===== config.mk =====
export PLATFORM = sky130hd
export DESIGN_NAME = pwm_edge_timing_aux_sr
export DESIGN_NICKNAME = d
export VERILOG_FILES = /design/src/core/pwm_timing_pkg.sv /design/src/core/pwm_edge_timing_aux_sr.sv /design/src/core/pwm_edge_unit.sv
export SDC_FILE = /design/constraint.sdc
export NUM_CORES = 1
export LEC_CHECK = 0
export ABC_AREA = 1
export ABC_CLOCK_PERIOD_IN_PS = 5100
export BUFFER_PORTS_ARGS = -buffer_cell sky130_fd_sc_hd__buf_2
export CAP_MARGIN = 40
export CORE_ASPECT_RATIO = 0.9
export CORE_MARGIN = 2
export CORE_UTILIZATION = 55
export CTS_CLUSTER_DIAMETER = 120
export DETAILED_ROUTE_END_ITERATION = 12
export GPL_TIMING_DRIVEN = 0
export PLACE_DENSITY = 0.74
export SYNTH_ARGS = -nofsm -noshare
export SYNTH_HDL_FRONTEND = slang
export SYNTH_SLANG_ARGS = --single-unit

===== constraint.sdc =====
create_clock -name clock -period 5.1 [get_ports clock]
set_clock_uncertainty 0.2 [all_clocks]
set_input_delay 0.765 -clock clock [delete_from_list [all_inputs] [get_ports clock]]
set_output_delay 0.765 -clock clock [all_outputs]
set_load 0.01 [all_outputs]

===== src/core/pwm_timing_pkg.sv =====
// Shared constants for the auxiliary and second-rectifier edge timing block.
// Assumes a single 125 MHz clock and AHB-Lite register access.
package pwm_timing_pkg;
  // Register indexes, byte address is four times the index
  localparam logic [7:0] IDX_RECT2_FALL_TIMING = 8'h57;
  localparam logic [7:0] IDX_RECT2_FALL_SETTING = 8'h58;
  localparam logic [7:0] IDX_AUX_RISE_TIMING = 8'h59;
  localparam logic [7:0] IDX_AUX_RISE_SETTING = 8'h5a;
  localparam logic [7:0] IDX_AUX_FALL_TIMING = 8'h5b;
  localparam logic [7:0] IDX_AUX_FALL_SETTING = 8'h5c;
  localparam logic [7:0] IDX_OUTPUT_DISABLE = 8'h5d;
  localparam logic [7:0] IDX_PERIOD_LOW = 8'h70;
  localparam logic [7:0] IDX_PERIOD_HIGH = 8'h71;
  localparam logic [7:0] IDX_STATUS = 8'h72;
  // Field positions
  localparam int TIME_NIBBLE_HI = 7;
  localparam int TIME_NIBBLE_LO = 4;
  localparam int BIT_MOD_ENABLE = 3;
  localparam int BIT_MOD_LATER = 2;
  localparam int BIT_REG_SELECT = 1;
  localparam int BIT_AUX_DISABLE = 7;
  localparam int BIT_RECT2_DISABLE = 6;
  localparam int BIT_LATCH = 0;
  // Values after reset
  localparam logic [7:0] REG_RESET = 8'h00;
  localparam logic [11:0] PERIOD_RESET = 12'h7d0;
  // Timing
  localparam int STEP_NS = 5;
  localparam int CLOCK_NS = 8;
  localparam logic [15:0] PHASE_STEP = 16'(CLOCK_NS);
  localparam logic [2:0] STEP_MULT = 3'(STEP_NS);
endpackage : pwm_timing_pkg


===== src/core/pwm_edge_timing_aux_sr.sv =====
// Edge timing for the second rectifier falling edge and the auxiliary output.
// Assumes AHB-Lite slave access, one 125 MHz clock, same-clock loop modulation.
`timescale 1ns/1ps
`default_nettype none
module pwm_edge_timing_aux_sr
  import pwm_timing_pkg::*;
#(
  parameter int TIME_W = 12
) (
  input wire logic clock,
  input wire logic srst,
  input wire logic hsel,
  input wire logic [31:0] haddr,
  input wire logic [1:0] htrans,
  input wire logic hwrite,
  input wire logic [2:0] hsize,
  input wire logic [31:0] hwdata,
  input wire logic hready,
  output logic hreadyout,
  output logic [31:0] hrdata,
  output logic hresp,
  input wire logic [TIME_W-1:0] loop_modulation,
  input wire logic main_blank_sync,
  output logic rectifier_drive_two,
  output logic auxiliary_pwm_drive,
  output logic regulation_source_select,
  output logic cs_blank_sync,
  output logic period_start
);
  // Bus state
  logic wr_pend_d;
  logic wr_pend_q;
  logic [7:0] wr_idx_d;
  logic [7:0] wr_idx_q;
  logic [31:0] rdata_d;
  logic [31:0] rdata_q;
  logic accept;
  logic addr_ok;
  logic [7:0] a_idx;
  logic [7:0] wbyte;

  // Staged registers, written by software
  logic [7:0] s_r2ft_d, s_r2ft_q;
  logic [7:0] s_r2fs_d, s_r2fs_q;
  logic [7:0] s_art_d, s_art_q;
  logic [7:0] s_ars_d, s_ars_q;
  logic [7:0] s_aft_d, s_aft_q;
  logic [7:0] s_afs_d, s_afs_q;
  logic [7:0] s_dis_d, s_dis_q;
  logic [7:0] s_plo_d, s_plo_q;
  logic [7:0] s_phi_d, s_phi_q;
  logic go_d;
  logic go_q;

  // Active copies used by the timing logic
  logic [7:0] a_r2ft_d, a_r2ft_q;
  logic [7:0] a_r2fs_d, a_r2fs_q;
  logic [7:0] a_art_d, a_art_q;
  logic [7:0] a_ars_d, a_ars_q;
  logic [7:0] a_aft_d, a_aft_q;
  logic [7:0] a_afs_d, a_afs_q;
  logic [7:0] a_dis_d, a_dis_q;
  logic [11:0] a_per_d, a_per_q;

  // Timing state
  logic [15:0] phase_d, phase_q;
  logic [15:0] period_ns;
  logic wrap;
  logic r2_d, r2_q;
  logic aux_d, aux_q;
  logic blank_d, blank_q;
  logic start_d, start_q;
  logic [TIME_W+3:0] r2_fall_ns;
  logic [TIME_W+3:0] aux_rise_ns;
  logic [TIME_W+3:0] aux_fall_ns;
  logic reg_sel;

  assign a_idx = haddr[9:2];
  assign addr_ok = (haddr[31:10] == 22'h0) && (haddr[1:0] == 2'h0);
  assign accept = hsel && htrans[1] && hready;
  assign wbyte = hwdata[7:0];

  // Bus address and read data capture
  always_comb begin
    logic [7:0] v;
    v = 8'h00;
    wr_pend_d = accept && hwrite && addr_ok;
    wr_idx_d = a_idx;
    rdata_d = rdata_q;
    if (accept && !hwrite) begin
      unique case (a_idx)
        IDX_RECT2_FALL_TIMING: v = s_r2ft_d;
        IDX_RECT2_FALL_SETTING: v = s_r2fs_d;
        IDX_AUX_RISE_TIMING: v = s_art_d;
        IDX_AUX_RISE_SETTING: v = s_ars_d;
        IDX_AUX_FALL_TIMING: v = s_aft_d;
        IDX_AUX_FALL_SETTING: v = s_afs_d;
        IDX_OUTPUT_DISABLE: v = s_dis_d;
        IDX_PERIOD_LOW: v = s_plo_d;
        IDX_PERIOD_HIGH: v = s_phi_d;
        IDX_STATUS: v = {4'h0, blank_q, a_afs_q[BIT_REG_SELECT], aux_q, r2_q};
        default: v = 8'h00;
      endcase
      rdata_d = addr_ok ? {24'h0, v} : 32'h0;
    end
  end

  always_ff @(posedge clock) begin
    if (srst) begin
      wr_pend_q <= 1'b0;
      wr_idx_q <= 8'h00;
      rdata_q <= 32'h0;
    end else begin
      wr_pend_q <= wr_pend_d;
      wr_idx_q <= wr_idx_d;
      rdata_q <= rdata_d;
    end
  end

  assign hreadyout = 1'b1;
  assign hresp = 1'b0;
  assign hrdata = rdata_q;

  // Staged register writes in the data phase
  always_comb begin
    s_r2ft_d = s_r2ft_q;
    s_r2fs_d = s_r2fs_q;
    s_art_d = s_art_q;
    s_ars_d = s_ars_q;
    s_aft_d = s_aft_q;
    s_afs_d = s_afs_q;
    s_dis_d = s_dis_q;
    s_plo_d = s_plo_q;
    s_phi_d = s_phi_q;
    go_d = 1'b0;
    if (wr_pend_q) begin
      unique case (wr_idx_q)
        IDX_RECT2_FALL_TIMING: s_r2ft_d = wbyte;
        IDX_RECT2_FALL_SETTING: s_r2fs_d = wbyte;
        IDX_AUX_RISE_TIMING: s_art_d = wbyte;
        IDX_AUX_RISE_SETTING: s_ars_d = wbyte;
        IDX_AUX_FALL_TIMING: s_aft_d = wbyte;
        IDX_AUX_FALL_SETTING: s_afs_d = wbyte;
        IDX_OUTPUT_DISABLE: begin
          s_dis_d = {wbyte[7:1], 1'b0};
          go_d = wbyte[BIT_LATCH];
        end
        IDX_PERIOD_LOW: s_plo_d = wbyte;
        IDX_PERIOD_HIGH: s_phi_d = {4'h0, wbyte[3:0]};
        default: go_d = 1'b0;
      endcase
    end
  end

  always_ff @(posedge clock) begin
    if (srst) begin
      s_r2ft_q <= REG_RESET;
      s_r2fs_q <= REG_RESET;
      s_art_q <= REG_RESET;
      s_ars_q <= REG_RESET;
      s_aft_q <= REG_RESET;
      s_afs_q <= REG_RESET;
      s_dis_q <= REG_RESET;
      s_plo_q <= PERIOD_RESET[7:0];
      s_phi_q <= {4'h0, PERIOD_RESET[11:8]};
      go_q <= 1'b0;
    end else begin
      s_r2ft_q <= s_r2ft_d;
      s_r2fs_q <= s_r2fs_d;
      s_art_q <= s_art_d;
      s_ars_q <= s_ars_d;
      s_aft_q <= s_aft_d;
      s_afs_q <= s_afs_d;
      s_dis_q <= s_dis_d;
      s_plo_q <= s_plo_d;
      s_phi_q <= s_phi_d;
      go_q <= go_d;
    end
  end

  // Latch strobe copies staged values into the active set
  always_comb begin
    a_r2ft_d = a_r2ft_q;
    a_r2fs_d = a_r2fs_q;
    a_art_d = a_art_q;
    a_ars_d = a_ars_q;
    a_aft_d = a_aft_q;
    a_afs_d = a_afs_q;
    a_dis_d = a_dis_q;
    a_per_d = a_per_q;
    if (go_q) begin
      a_r2ft_d = s_r2ft_q;
      a_r2fs_d = s_r2fs_q;
      a_art_d = s_art_q;
      a_ars_d = s_ars_q;
      a_aft_d = s_aft_q;
      a_afs_d = s_afs_q;
      a_dis_d = s_dis_q;
      a_per_d = {s_phi_q[3:0], s_plo_q};
    end
  end

  always_ff @(posedge clock) begin
    if (srst) begin
      a_r2ft_q <= REG_RESET;
      a_r2fs_q <= REG_RESET;
      a_art_q <= REG_RESET;
      a_ars_q <= REG_RESET;
      a_aft_q <= REG_RESET;
      a_afs_q <= REG_RESET;
      a_dis_q <= REG_RESET;
      a_per_q <= PERIOD_RESET;
    end else begin
      a_r2ft_q <= a_r2ft_d;
      a_r2fs_q <= a_r2fs_d;
      a_art_q <= a_art_d;
      a_ars_q <= a_ars_d;
      a_aft_q <= a_aft_d;
      a_afs_q <= a_afs_d;
      a_dis_q <= a_dis_d;
      a_per_q <= a_per_d;
    end
  end

  assign reg_sel = a_afs_q[BIT_REG_SELECT];
  assign regulation_source_select = reg_sel;

  // Rectifier two falling edge, modulated only in normal mode
  pwm_edge_unit #(.TIME_W(TIME_W)) u_rect2_fall (
    .clock(clock),
    .srst(srst),
    .base_time({a_r2ft_q, a_r2fs_q[TIME_NIBBLE_HI:TIME_NIBBLE_LO]}),
    .mod_enable(a_r2fs_q[BIT_MOD_ENABLE]),
    .mod_later(a_r2fs_q[BIT_MOD_LATER]),
    .mod_allowed(!reg_sel),
    .modulation(loop_modulation),
    .edge_ns(r2_fall_ns)
  );

  // Auxiliary rising edge, modulated only when it regulates
  pwm_edge_unit #(.TIME_W(TIME_W)) u_aux_rise (
    .clock(clock),
    .srst(srst),
    .base_time({a_art_q, a_ars_q[TIME_NIBBLE_HI:TIME_NIBBLE_LO]}),
    .mod_enable(a_ars_q[BIT_MOD_ENABLE]),
    .mod_later(a_ars_q[BIT_MOD_LATER]),
    .mod_allowed(reg_sel),
    .modulation(loop_modulation),
    .edge_ns(aux_rise_ns)
  );

  // Auxiliary falling edge
  pwm_edge_unit #(.TIME_W(TIME_W)) u_aux_fall (
    .clock(clock),
    .srst(srst),
    .base_time({a_aft_q, a_afs_q[TIME_NIBBLE_HI:TIME_NIBBLE_LO]}),
    .mod_enable(a_afs_q[BIT_MOD_ENABLE]),
    .mod_later(a_afs_q[BIT_MOD_LATER]),
    .mod_allowed(reg_sel),
    .modulation(loop_modulation),
    .edge_ns(aux_fall_ns)
  );

  // Period phase in ns, advanced by one clock period per edge
  assign period_ns = 16'(a_per_q) * 16'(STEP_MULT);
  assign wrap = (phase_q + PHASE_STEP) >= period_ns;

  always_comb begin
    phase_d = wrap ? 16'h0 : phase_q + PHASE_STEP;
    start_d = wrap;
    r2_d = (16'(r2_fall_ns) > phase_d) && !a_dis_q[BIT_RECT2_DISABLE];
    aux_d = (phase_d >= 16'(aux_rise_ns)) && (phase_d < 16'(aux_fall_ns))
      && !a_dis_q[BIT_AUX_DISABLE];
    blank_d = reg_sel ? (aux_d && !aux_q) : main_blank_sync;
  end

  always_ff @(posedge clock) begin
    if (srst) begin
      phase_q <= 16'h0;
      start_q <= 1'b0;
      r2_q <= 1'b0;
      aux_q <= 1'b0;
      blank_q <= 1'b0;
    end else begin
      phase_q <= phase_d;
      start_q <= start_d;
      r2_q <= r2_d;
      aux_q <= aux_d;
      blank_q <= blank_d;
    end
  end

  assign rectifier_drive_two = r2_q;
  assign auxiliary_pwm_drive = aux_q;
  assign cs_blank_sync = blank_q;
  assign period_start = start_q;
endmodule : pwm_edge_timing_aux_sr
`default_nettype wire


===== src/core/pwm_edge_unit.sv =====
// One programmable edge: base time plus or minus loop modulation, in ns.
// Assumes modulation comes from logic on the same clock.
`timescale 1ns/1ps
`default_nettype none
module pwm_edge_unit
  import pwm_timing_pkg::*;
#(
  parameter int TIME_W = 12
) (
  input wire logic clock,
  input wire logic srst,
  input wire logic [TIME_W-1:0] base_time,
  input wire logic mod_enable,
  input wire logic mod_later,
  input wire logic mod_allowed,
  input wire logic [TIME_W-1:0] modulation,
  output logic [TIME_W+3:0] edge_ns
);
  logic [TIME_W:0] sum;
  logic [TIME_W-1:0] eff;
  logic [TIME_W+3:0] edge_ns_d;
  logic [TIME_W+3:0] edge_ns_q;

  always_comb begin
    sum = '0;
    eff = base_time;
    if (mod_enable && mod_allowed) begin
      if (mod_later) begin
        sum = {1'b0, base_time} + {1'b0, modulation};
        eff = sum[TIME_W] ? {TIME_W{1'b1}} : sum[TIME_W-1:0];
      end else begin
        sum = {1'b0, base_time} - {1'b0, modulation};
        eff = sum[TIME_W] ? '0 : sum[TIME_W-1:0];
      end
    end
    edge_ns_d = (TIME_W+4)'(eff) * (TIME_W+4)'(STEP_MULT);
  end

  always_ff @(posedge clock) begin
    if (srst) begin
      edge_ns_q <= '0;
    end else begin
      edge_ns_q <= edge_ns_d;
    end
  end

  assign edge_ns = edge_ns_q;
endmodule : pwm_edge_unit
`default_nettype wire


* Yosys cells after proc, flatten, opt, wreduce, memory -nomap -nowiden
Cells that the tools add are included.
** Operators by class
- Bitwise logic cells :: 2
- Muxes and demuxes :: 34
- Shift-type cells :: 0
- Reduce and logical (&&, ||, !) cells :: 21
- $mul :: 4
- $lt $le $gt $ge :: 4
- Equality and inequality tests :: 19
- Div/mod/pow operators :: 0
- Add/subtract/negate cells :: 7
** Operators by type and width (count)
- 8-bit by 7-bit equality test with 1-bit output (second input constant) :: 19
- 8-bit two-way mux :: 19
- 12-bit two-way mux :: 12
- 8-bit one-hot mux with 10 select lines :: 1
- 12-bit by 3-bit multiplier with 15-bit output (second input constant) :: 4
- 12-bit by 12-bit adder with 13-bit output :: 3
- 12-bit by 12-bit subtractor with 13-bit output :: 3
- 22-bit zero test :: 1
- 16-bit by 4-bit adder with 16-bit output (second input constant) :: 1
- 16-bit by 15-bit >= comparator with 1-bit output :: 1
- 16-bit >= comparator :: 1
- 16-bit greater-than comparator :: 1
- 16-bit less-than comparator :: 1
- 16-bit two-way mux :: 1
- 1-bit logical AND :: 13
- 1-bit zero test :: 5
- 3-bit OR reduction :: 1
- 2-bit zero test :: 1
- 1-bit NOT :: 2
- 1-bit two-way mux :: 1
** Storage, ports and cells
- Memory bits (read-only) :: 0
- Register bits :: 250
- Memories kept :: 0
- Bits in latches :: 0
- Bits in writable memories :: 0
- Input bits :: 87

* Logic depth before layout (Yosys ltp)
- Word-level depth :: 8
- Gate-level depth with buffers :: 35
- Depth with buffers taken out :: 34

* By module
Synthesis repeated with hierarchy kept, for this count alone.
** Second synthesis, totals
- Cell total of the unflattened synthesis :: 2378
- Area, all modules :: 16269.4 um^2
** By module, submodules not included
- pwm_edge_timing_aux_sr :: cells each 1222, times used 1, area each 9008.6 um^2
- pwm_edge_unit at u_aux_rise ... :: cells each 391, times used 2, area each 2434.8 um^2
- pwm_edge_unit at u_aux_fall :: cells each 374, times used 1, area each 2391.0 um^2

* Worst setup path before layout
Ideal clock, no wire load.
- Path type :: input to register
- Start :: input port loop_modulation[0]
- End :: register u_rect2_fall.edge_ns_q[13], in the netlist u_rect2_fall.edge_ns[13]
- Slack :: 0.100 ns
- Stages :: 30
- Data required time :: 4.788 ns
- Arrival :: 4.688 ns
- Library setup time :: 0.112 ns
- Path through :: ha_1 > fa_1 > o31ai_2 > a21oi_2 > o21ai_2 > nand2_1 > inv_2 > nor2_1 > o21bai_2 > nor2_2 > nor2_8 > nand2_1 > o21ai_1 > ha_1 > ha_1 > fa_1 > a21oi_1 > nor2_1 > nor2_1 > nor2_1 > o21ai_0 > nand2_1 > a21oi_1 > o21bai_1 > nand2_1 > nand2_1 > a21oi_1 > nand3_1 > nand2_1 > nor2_1
** On the way
- Longest elaborated chain between the ends :: 5
** Ends and longest elaborated chain
- start: declaration :: line pwm_edge_timing_aux_sr.sv:22 : input wire logic [TIME_W-1:0] loop_modulation,
- 12-bit by 12-bit subtractor with 13-bit output or 12-bit by 12-bit adder with 13-bit output (tied branches) :: line pwm_edge_unit.sv:32, pwm_edge_unit.sv:29
- 12-bit two-way mux, on equally long branches :: line pwm_edge_unit.sv:33, pwm_edge_unit.sv:30
- 12-bit two-way mux * :: line pwm_edge_unit.sv:28 : if (mod_later) begin
- 12-bit two-way mux * :: line pwm_edge_unit.sv:27 : if (mod_enable && mod_allowed) begin
- 12-bit by 3-bit multiplier with 15-bit output * :: line pwm_edge_unit.sv:36 : edge_ns_d = (TIME_W+4)'(eff) * (TIME_W+4)'(STEP_MULT);
- end signal: assignment :: line pwm_edge_unit.sv:43 : edge_ns_q <= edge_ns_d;
- end: declaration :: line pwm_edge_unit.sv:22 : logic [TIME_W+3:0] edge_ns_q;
Mark *: on every way between the ends. The rest lies on a longest branch, timed or not.
A chain may end at the register's enable or synchronous reset.

* Worst setup path in the final report
- Start :: register a_per_q[1]
- End :: register r2_q, in the netlist rectifier_drive_two
** On the way
- Longest elaborated chain between the ends :: 5
** Ends and longest elaborated chain
- start: declaration :: line pwm_edge_timing_aux_sr.sv:63 : logic [11:0] a_per_d, a_per_q;
- start signal: assignment :: line pwm_edge_timing_aux_sr.sv:221 : a_per_q <= a_per_d;
- 12-bit by 3-bit multiplier with 15-bit output :: line pwm_edge_timing_aux_sr.sv:265 : assign period_ns = 16'(a_per_q) * 16'(STEP_MULT);
- 16-bit by 15-bit >= comparator with 1-bit output :: line pwm_edge_timing_aux_sr.sv:266 : assign wrap = (phase_q + PHASE_STEP) >= period_ns;
- 16-bit two-way mux :: line pwm_edge_timing_aux_sr.sv:269 : phase_d = wrap ? 16'h0 : phase_q + PHASE_STEP;
- net phase_d[13] :: line pwm_edge_timing_aux_sr.sv:66 : logic [15:0] phase_d, phase_q;
- 16-bit greater-than comparator :: line pwm_edge_timing_aux_sr.sv:271 : r2_d = (16'(r2_fall_ns) > phase_d) && !a_dis_q[BIT_RECT2_DISABLE];
- 1-bit logical AND :: line pwm_edge_timing_aux_sr.sv:271
- end signal: assignment :: line pwm_edge_timing_aux_sr.sv:287 : r2_q <= r2_d;
- end: declaration :: line pwm_edge_timing_aux_sr.sv:69 : logic r2_d, r2_q;
The timed path passes the listed nets, and every way through them passes these cells.

==> summary.md <==
| Metric | Value |
|---|---|
| Status | finished with violations |
| Failing checks | setup timing |
| Max-Cap Viols | 0 |
| Register area | 4262 sq um |
| Fillers | between 2000 and 2500 |
| Die Wd | about 180 um |
| Clock root buffer | clkbuf_16 |
| First-pass GRT wire length | ~73 mm |
| Number of diodes | 0 |
| Largest net degree at the start of global routing | 16 |
| Yosys warning count | 0 |
| R2r setup slk | -10 ps |
| Cell area after synthesis | ~15000 sq um |
| Post-route worst setup slack | -14.22 ps |
| Yosys reg bits | between 200 and 250 |
| Die H | about 160 um |
| Seq pwr share | 45.5% |
| Share of cells above drive strength 1 | 17.47% |
| Worst r2r path cells | 27 |
| Worst hold start | s_phi_q[5] |
| Ys flop type | dfxtp_1 |
| Register area share after synthesis | between 20% and 30% |
| Design internal power | roughly 2800 uW |
| CP peak stage delay | slightly above 500 ps |
| Hold violation total from the final report | 0 |
| Slowest cell on the critical path | o31ai_4 |
| Detailed Place HPWL | between 30 and 40 mm |
| Critical path endpoint category | register |
| Via count | between 10000 and 15000 |
| Tmin final | between 5000 and 6000 ps |
| Initial antenna violation count | 0 |
| Detail Route Antenna Nets | 0 |
| Routed WL | between 40 and 50 mm |
| Syn-to-layout area delta | 19.65% |
| Switching pwr | 879.9 uW |
| Worst Hold Slack | 242.0 ps |
| # hold bufs at CTS | 0 |
| Core ar. | 26960 sq um |
| Gate Count Post-Synth | between 2000 and 2500 |
| Relative slew slack | 45.66% |
| Vias in the first global route | about 14000 |
| Worst-margin pin slew | 806.6 ps |
| Tcrit/Tclk final | 100.3% |
| Arr. time, crit path | between 5000 and 6000 ps |
| Delay-heaviest family, CP | adder cells |
| Grt ovf | 0 |
| # nets final | 2543 |
| Worst endpoint required time | approximately 5300 ps |
| Worst-skew pair later-pin latency | roughly 510 ps |
| Overall routing resource usage | 32.61% |
| Row Count | 57 |
| CTS tree | done |
| Hold Crit Class | reg -> reg |
| Total power | roughly 3700 uW |
| Inserted Clock Buffers | 21 |
| Hold Path Depth | 2 |
| CTS clock-pin slew for the worst setup and hold paths | 60 ps |
| Most frequent cells in the layout | nand2_1 (271), inv_1 (266), dfxtp_1 (206), nor2_1 (203), ha_1 (191) |
| Final setup fails | 1 |
| Clock Tree Buf Depth | 3 |
| RSZ-0062 raised after global routing | true |
| Max Clock Freq | about 0.20 GHz |
| R2R Path End | rectifier_drive_two |
| First-pass detailed-route iteration total | 6 |
| Worst path bufs/invs | 3 |
| Initial Utilization | a little under three fifths |
| Worst-case vdd ir drop | approximately 0.28 mV |
| Critical path launch point type | register |
| Multi-input gate area | between 10000 and 15000 sq um |
| Detailed router's first-iteration violation count | roughly 1500 |
| PD cells | between 200 and 250 nW/um^2 |
| Number of synthesized flops with an enable pin | 0 |
| Vias/cell | roughly 5.7 |
| Sw frac | approximately 24% |
| Placer Congestion | ~0.94 |
| I/O pin count | roughly 130 |
| WHS Endpoint | s_phi_q[5] |
| Die ar. | about 29000 sq um |
| CP Class | reg -> reg |
| Wire per inst | between 15 and 20 um |
| CP max FO | 5 |
| Comb pwr share | approximately 9% |
| Clock Sink Count | about 210 |
| Most common cell after layout, fill and taps aside | nand2_1 |
| Pins Over Slew Limit | 0 |
| Final Util | roughly two thirds |
| DR DRC count | 0 |
| Buffers added on ports | 70 |
| P_leak | slightly below 0.009 uW |
| Clk pwr share | a little under half |
| R2r startpoint | a_per_q[1] |
| H-tree depth | 1 |
| Mean Syn Cell Area | about 7.3 sq um |
| Cell variety after synth | 60 |
| Synth async-reset ratio | 0% |
## layer usage
metal | share of wire, % | track usage, % | vias to the layer above
li1 | - | - | 7205
met1 | 43 | 45.11 | 6930
met2 | 46 | 53.21 | 611
met3 | 8.1 | 5.202 | 93
met4 | 2.6 | 7.982 | 0
met5 | 0 | 0 | -
## power groups by stage
stage / registers, uW / logic (uW) / clock network, uW
final: 1670 / 320 / 1670
after global routing: 1670 / 349 / 1740
after CTS: 1670 / 296 / 1680
after detailed placement: 1700 / 275 / 0
after global placement: 1700 / 271 / 0
after floorplan: 1700 / 172 / 0
## cells in the mapped netlist (2+ instances only)
cell	count	area share, %
and3_1	4	0.17
or2_2	4	0.17
a32o_1	15	1.0
clkbuf_1	45	1.1
o21ai_0	171	5.7
nor2_1	221	5.5
nor4_1	15	0.62
fa_1	10	1.3
o2111ai_1	3	0.17
conb_1	2	0.050
xnor2_1	3	0.17
a211oi_1	9	0.45
mux2i_1	10	0.66
dfxtp_1	212	28
o21bai_1	10	0.50
a221oi_1	3	0.17
nor3_1	37	1.2
nand4_1	18	0.75
o211ai_1	12	0.60
nor2_2	3	0.12
o31ai_1	8	0.40
a21oi_1	195	6.5
nand3_1	39	1.3
inv_1	283	7.1
or2_0	4	0.17
o41ai_1	5	0.29
a31oi_1	12	0.50
a21boi_0	2	0.10
o21a_1	8	0.40
a21o_1	8	0.40
o221ai_1	6	0.35
buf_4	30	1.5
nor3b_1	2	0.10
o22ai_1	24	1.0
nand4_2	3	0.25
nand2_1	280	7.0
ha_1	212	18
and2_1	2	0.083
o21ai_1	24	0.80
xor2_1	60	3.5
nand3_2	3	0.20
buf_2	16	0.53
inv_2	8	0.20
## through the flow
step | setup slack (ps) | instances | cell area, sq um | setup TNS (ps)
after floorplan | 100.3 | 2083 | 15160 | 0
after global placement | -992.9 | 2507 | 15950 | -12230
after detailed placement | -1044 | 2507 | 15950 | -13880
after CTS | 15.03 | 2572 | 17200 | 0
after global routing | -208.3 | 2603 | 18020 | -861.6
final | -14.22 | 2603 | 18020 | -14.22
## registers in the layout, summed over array words and instances, names as in the netlist, 8 cells and up
signal / count
hrdata: 8
s_r2ft_q: 8
u_rect2_fall.edge_ns: 15
u_aux_fall.edge_ns: 15
s_ars_q: 8
s_plo_q: 8
s_phi_q: 8
u_aux_rise.edge_ns: 15
a_art_q: 8
s_art_q: 8
a_per_q: 12
s_r2fs_q: 8
a_r2ft_q: 8
s_aft_q: 8
wr_idx_q: 8
s_afs_q: 8
phase_q: 16
s_dis_q: 8
a_aft_q: 8
## cell type report
class | instances | area share (%)
Clock buffer | 27 | 3.208
Clock inverter | 11 | 0.9165
Sequential cell | 212 | 23.65
Multi-Input combinational cell | 1487 | 56.22
Inverter | 292 | 6.172
Buffer | 91 | 2.819
Timing Repair Buffer | 129 | 4.562
Tap cell | 354 | 2.458
## how the worst max path moves through the flow
| stage | slack (ps) | from | to | cells past startpoint |
|---|---|---|---|---|
| 4_1_cts | 20 | a_per_q[3] | cs_blank_sync | 33 |
| 6_report | -10 | a_per_q[1] | rectifier_drive_two | 27 |
| 2_1_floorplan | 100 | loop_modulation[0] | u_rect2_fall.edge_ns[13] | 30 |
| 3_5_place_dp | -1040 | loop_modulation[1] | u_aux_fall.edge_ns[13] | 25 |
| 3_3_place_gp | -990 | loop_modulation[1] | u_aux_fall.edge_ns[13] | 25 |
| 5_1_grt | -210 | a_per_q[1] | rectifier_drive_two | 27 |
## tightest hold or removal path, stage by stage (launching register included)
cell and delay, ps:
dfxtp_1 310, nand2_1 60, nor2_1 30
## logic make-up (layout without fill, tap and decap cells)
group	count (synthesis)	count (layout)	synth area share (%)
AND/OR/NAND/NOR	640	640	18.03
flip-flops	212	212	28.18
other	2	27	0.04986
buffers and inverters	384	550	10.46
XOR/XNOR	63	63	3.663
adder cells (fa/ha/maj)	222	222	18.94
AO/OA/AOI/OAI	525	525	20.01
multiplexers	10	10	0.6646
## repair_timing
action,in CTS,in global routing
hold endpoints to repair,0,0
setup endpoints to repair,15,15
gates cloned,1,0
pin swaps,31,72
resized for setup,84,144
setup buffers,26,32
Power figures use the tool's default switching activity.
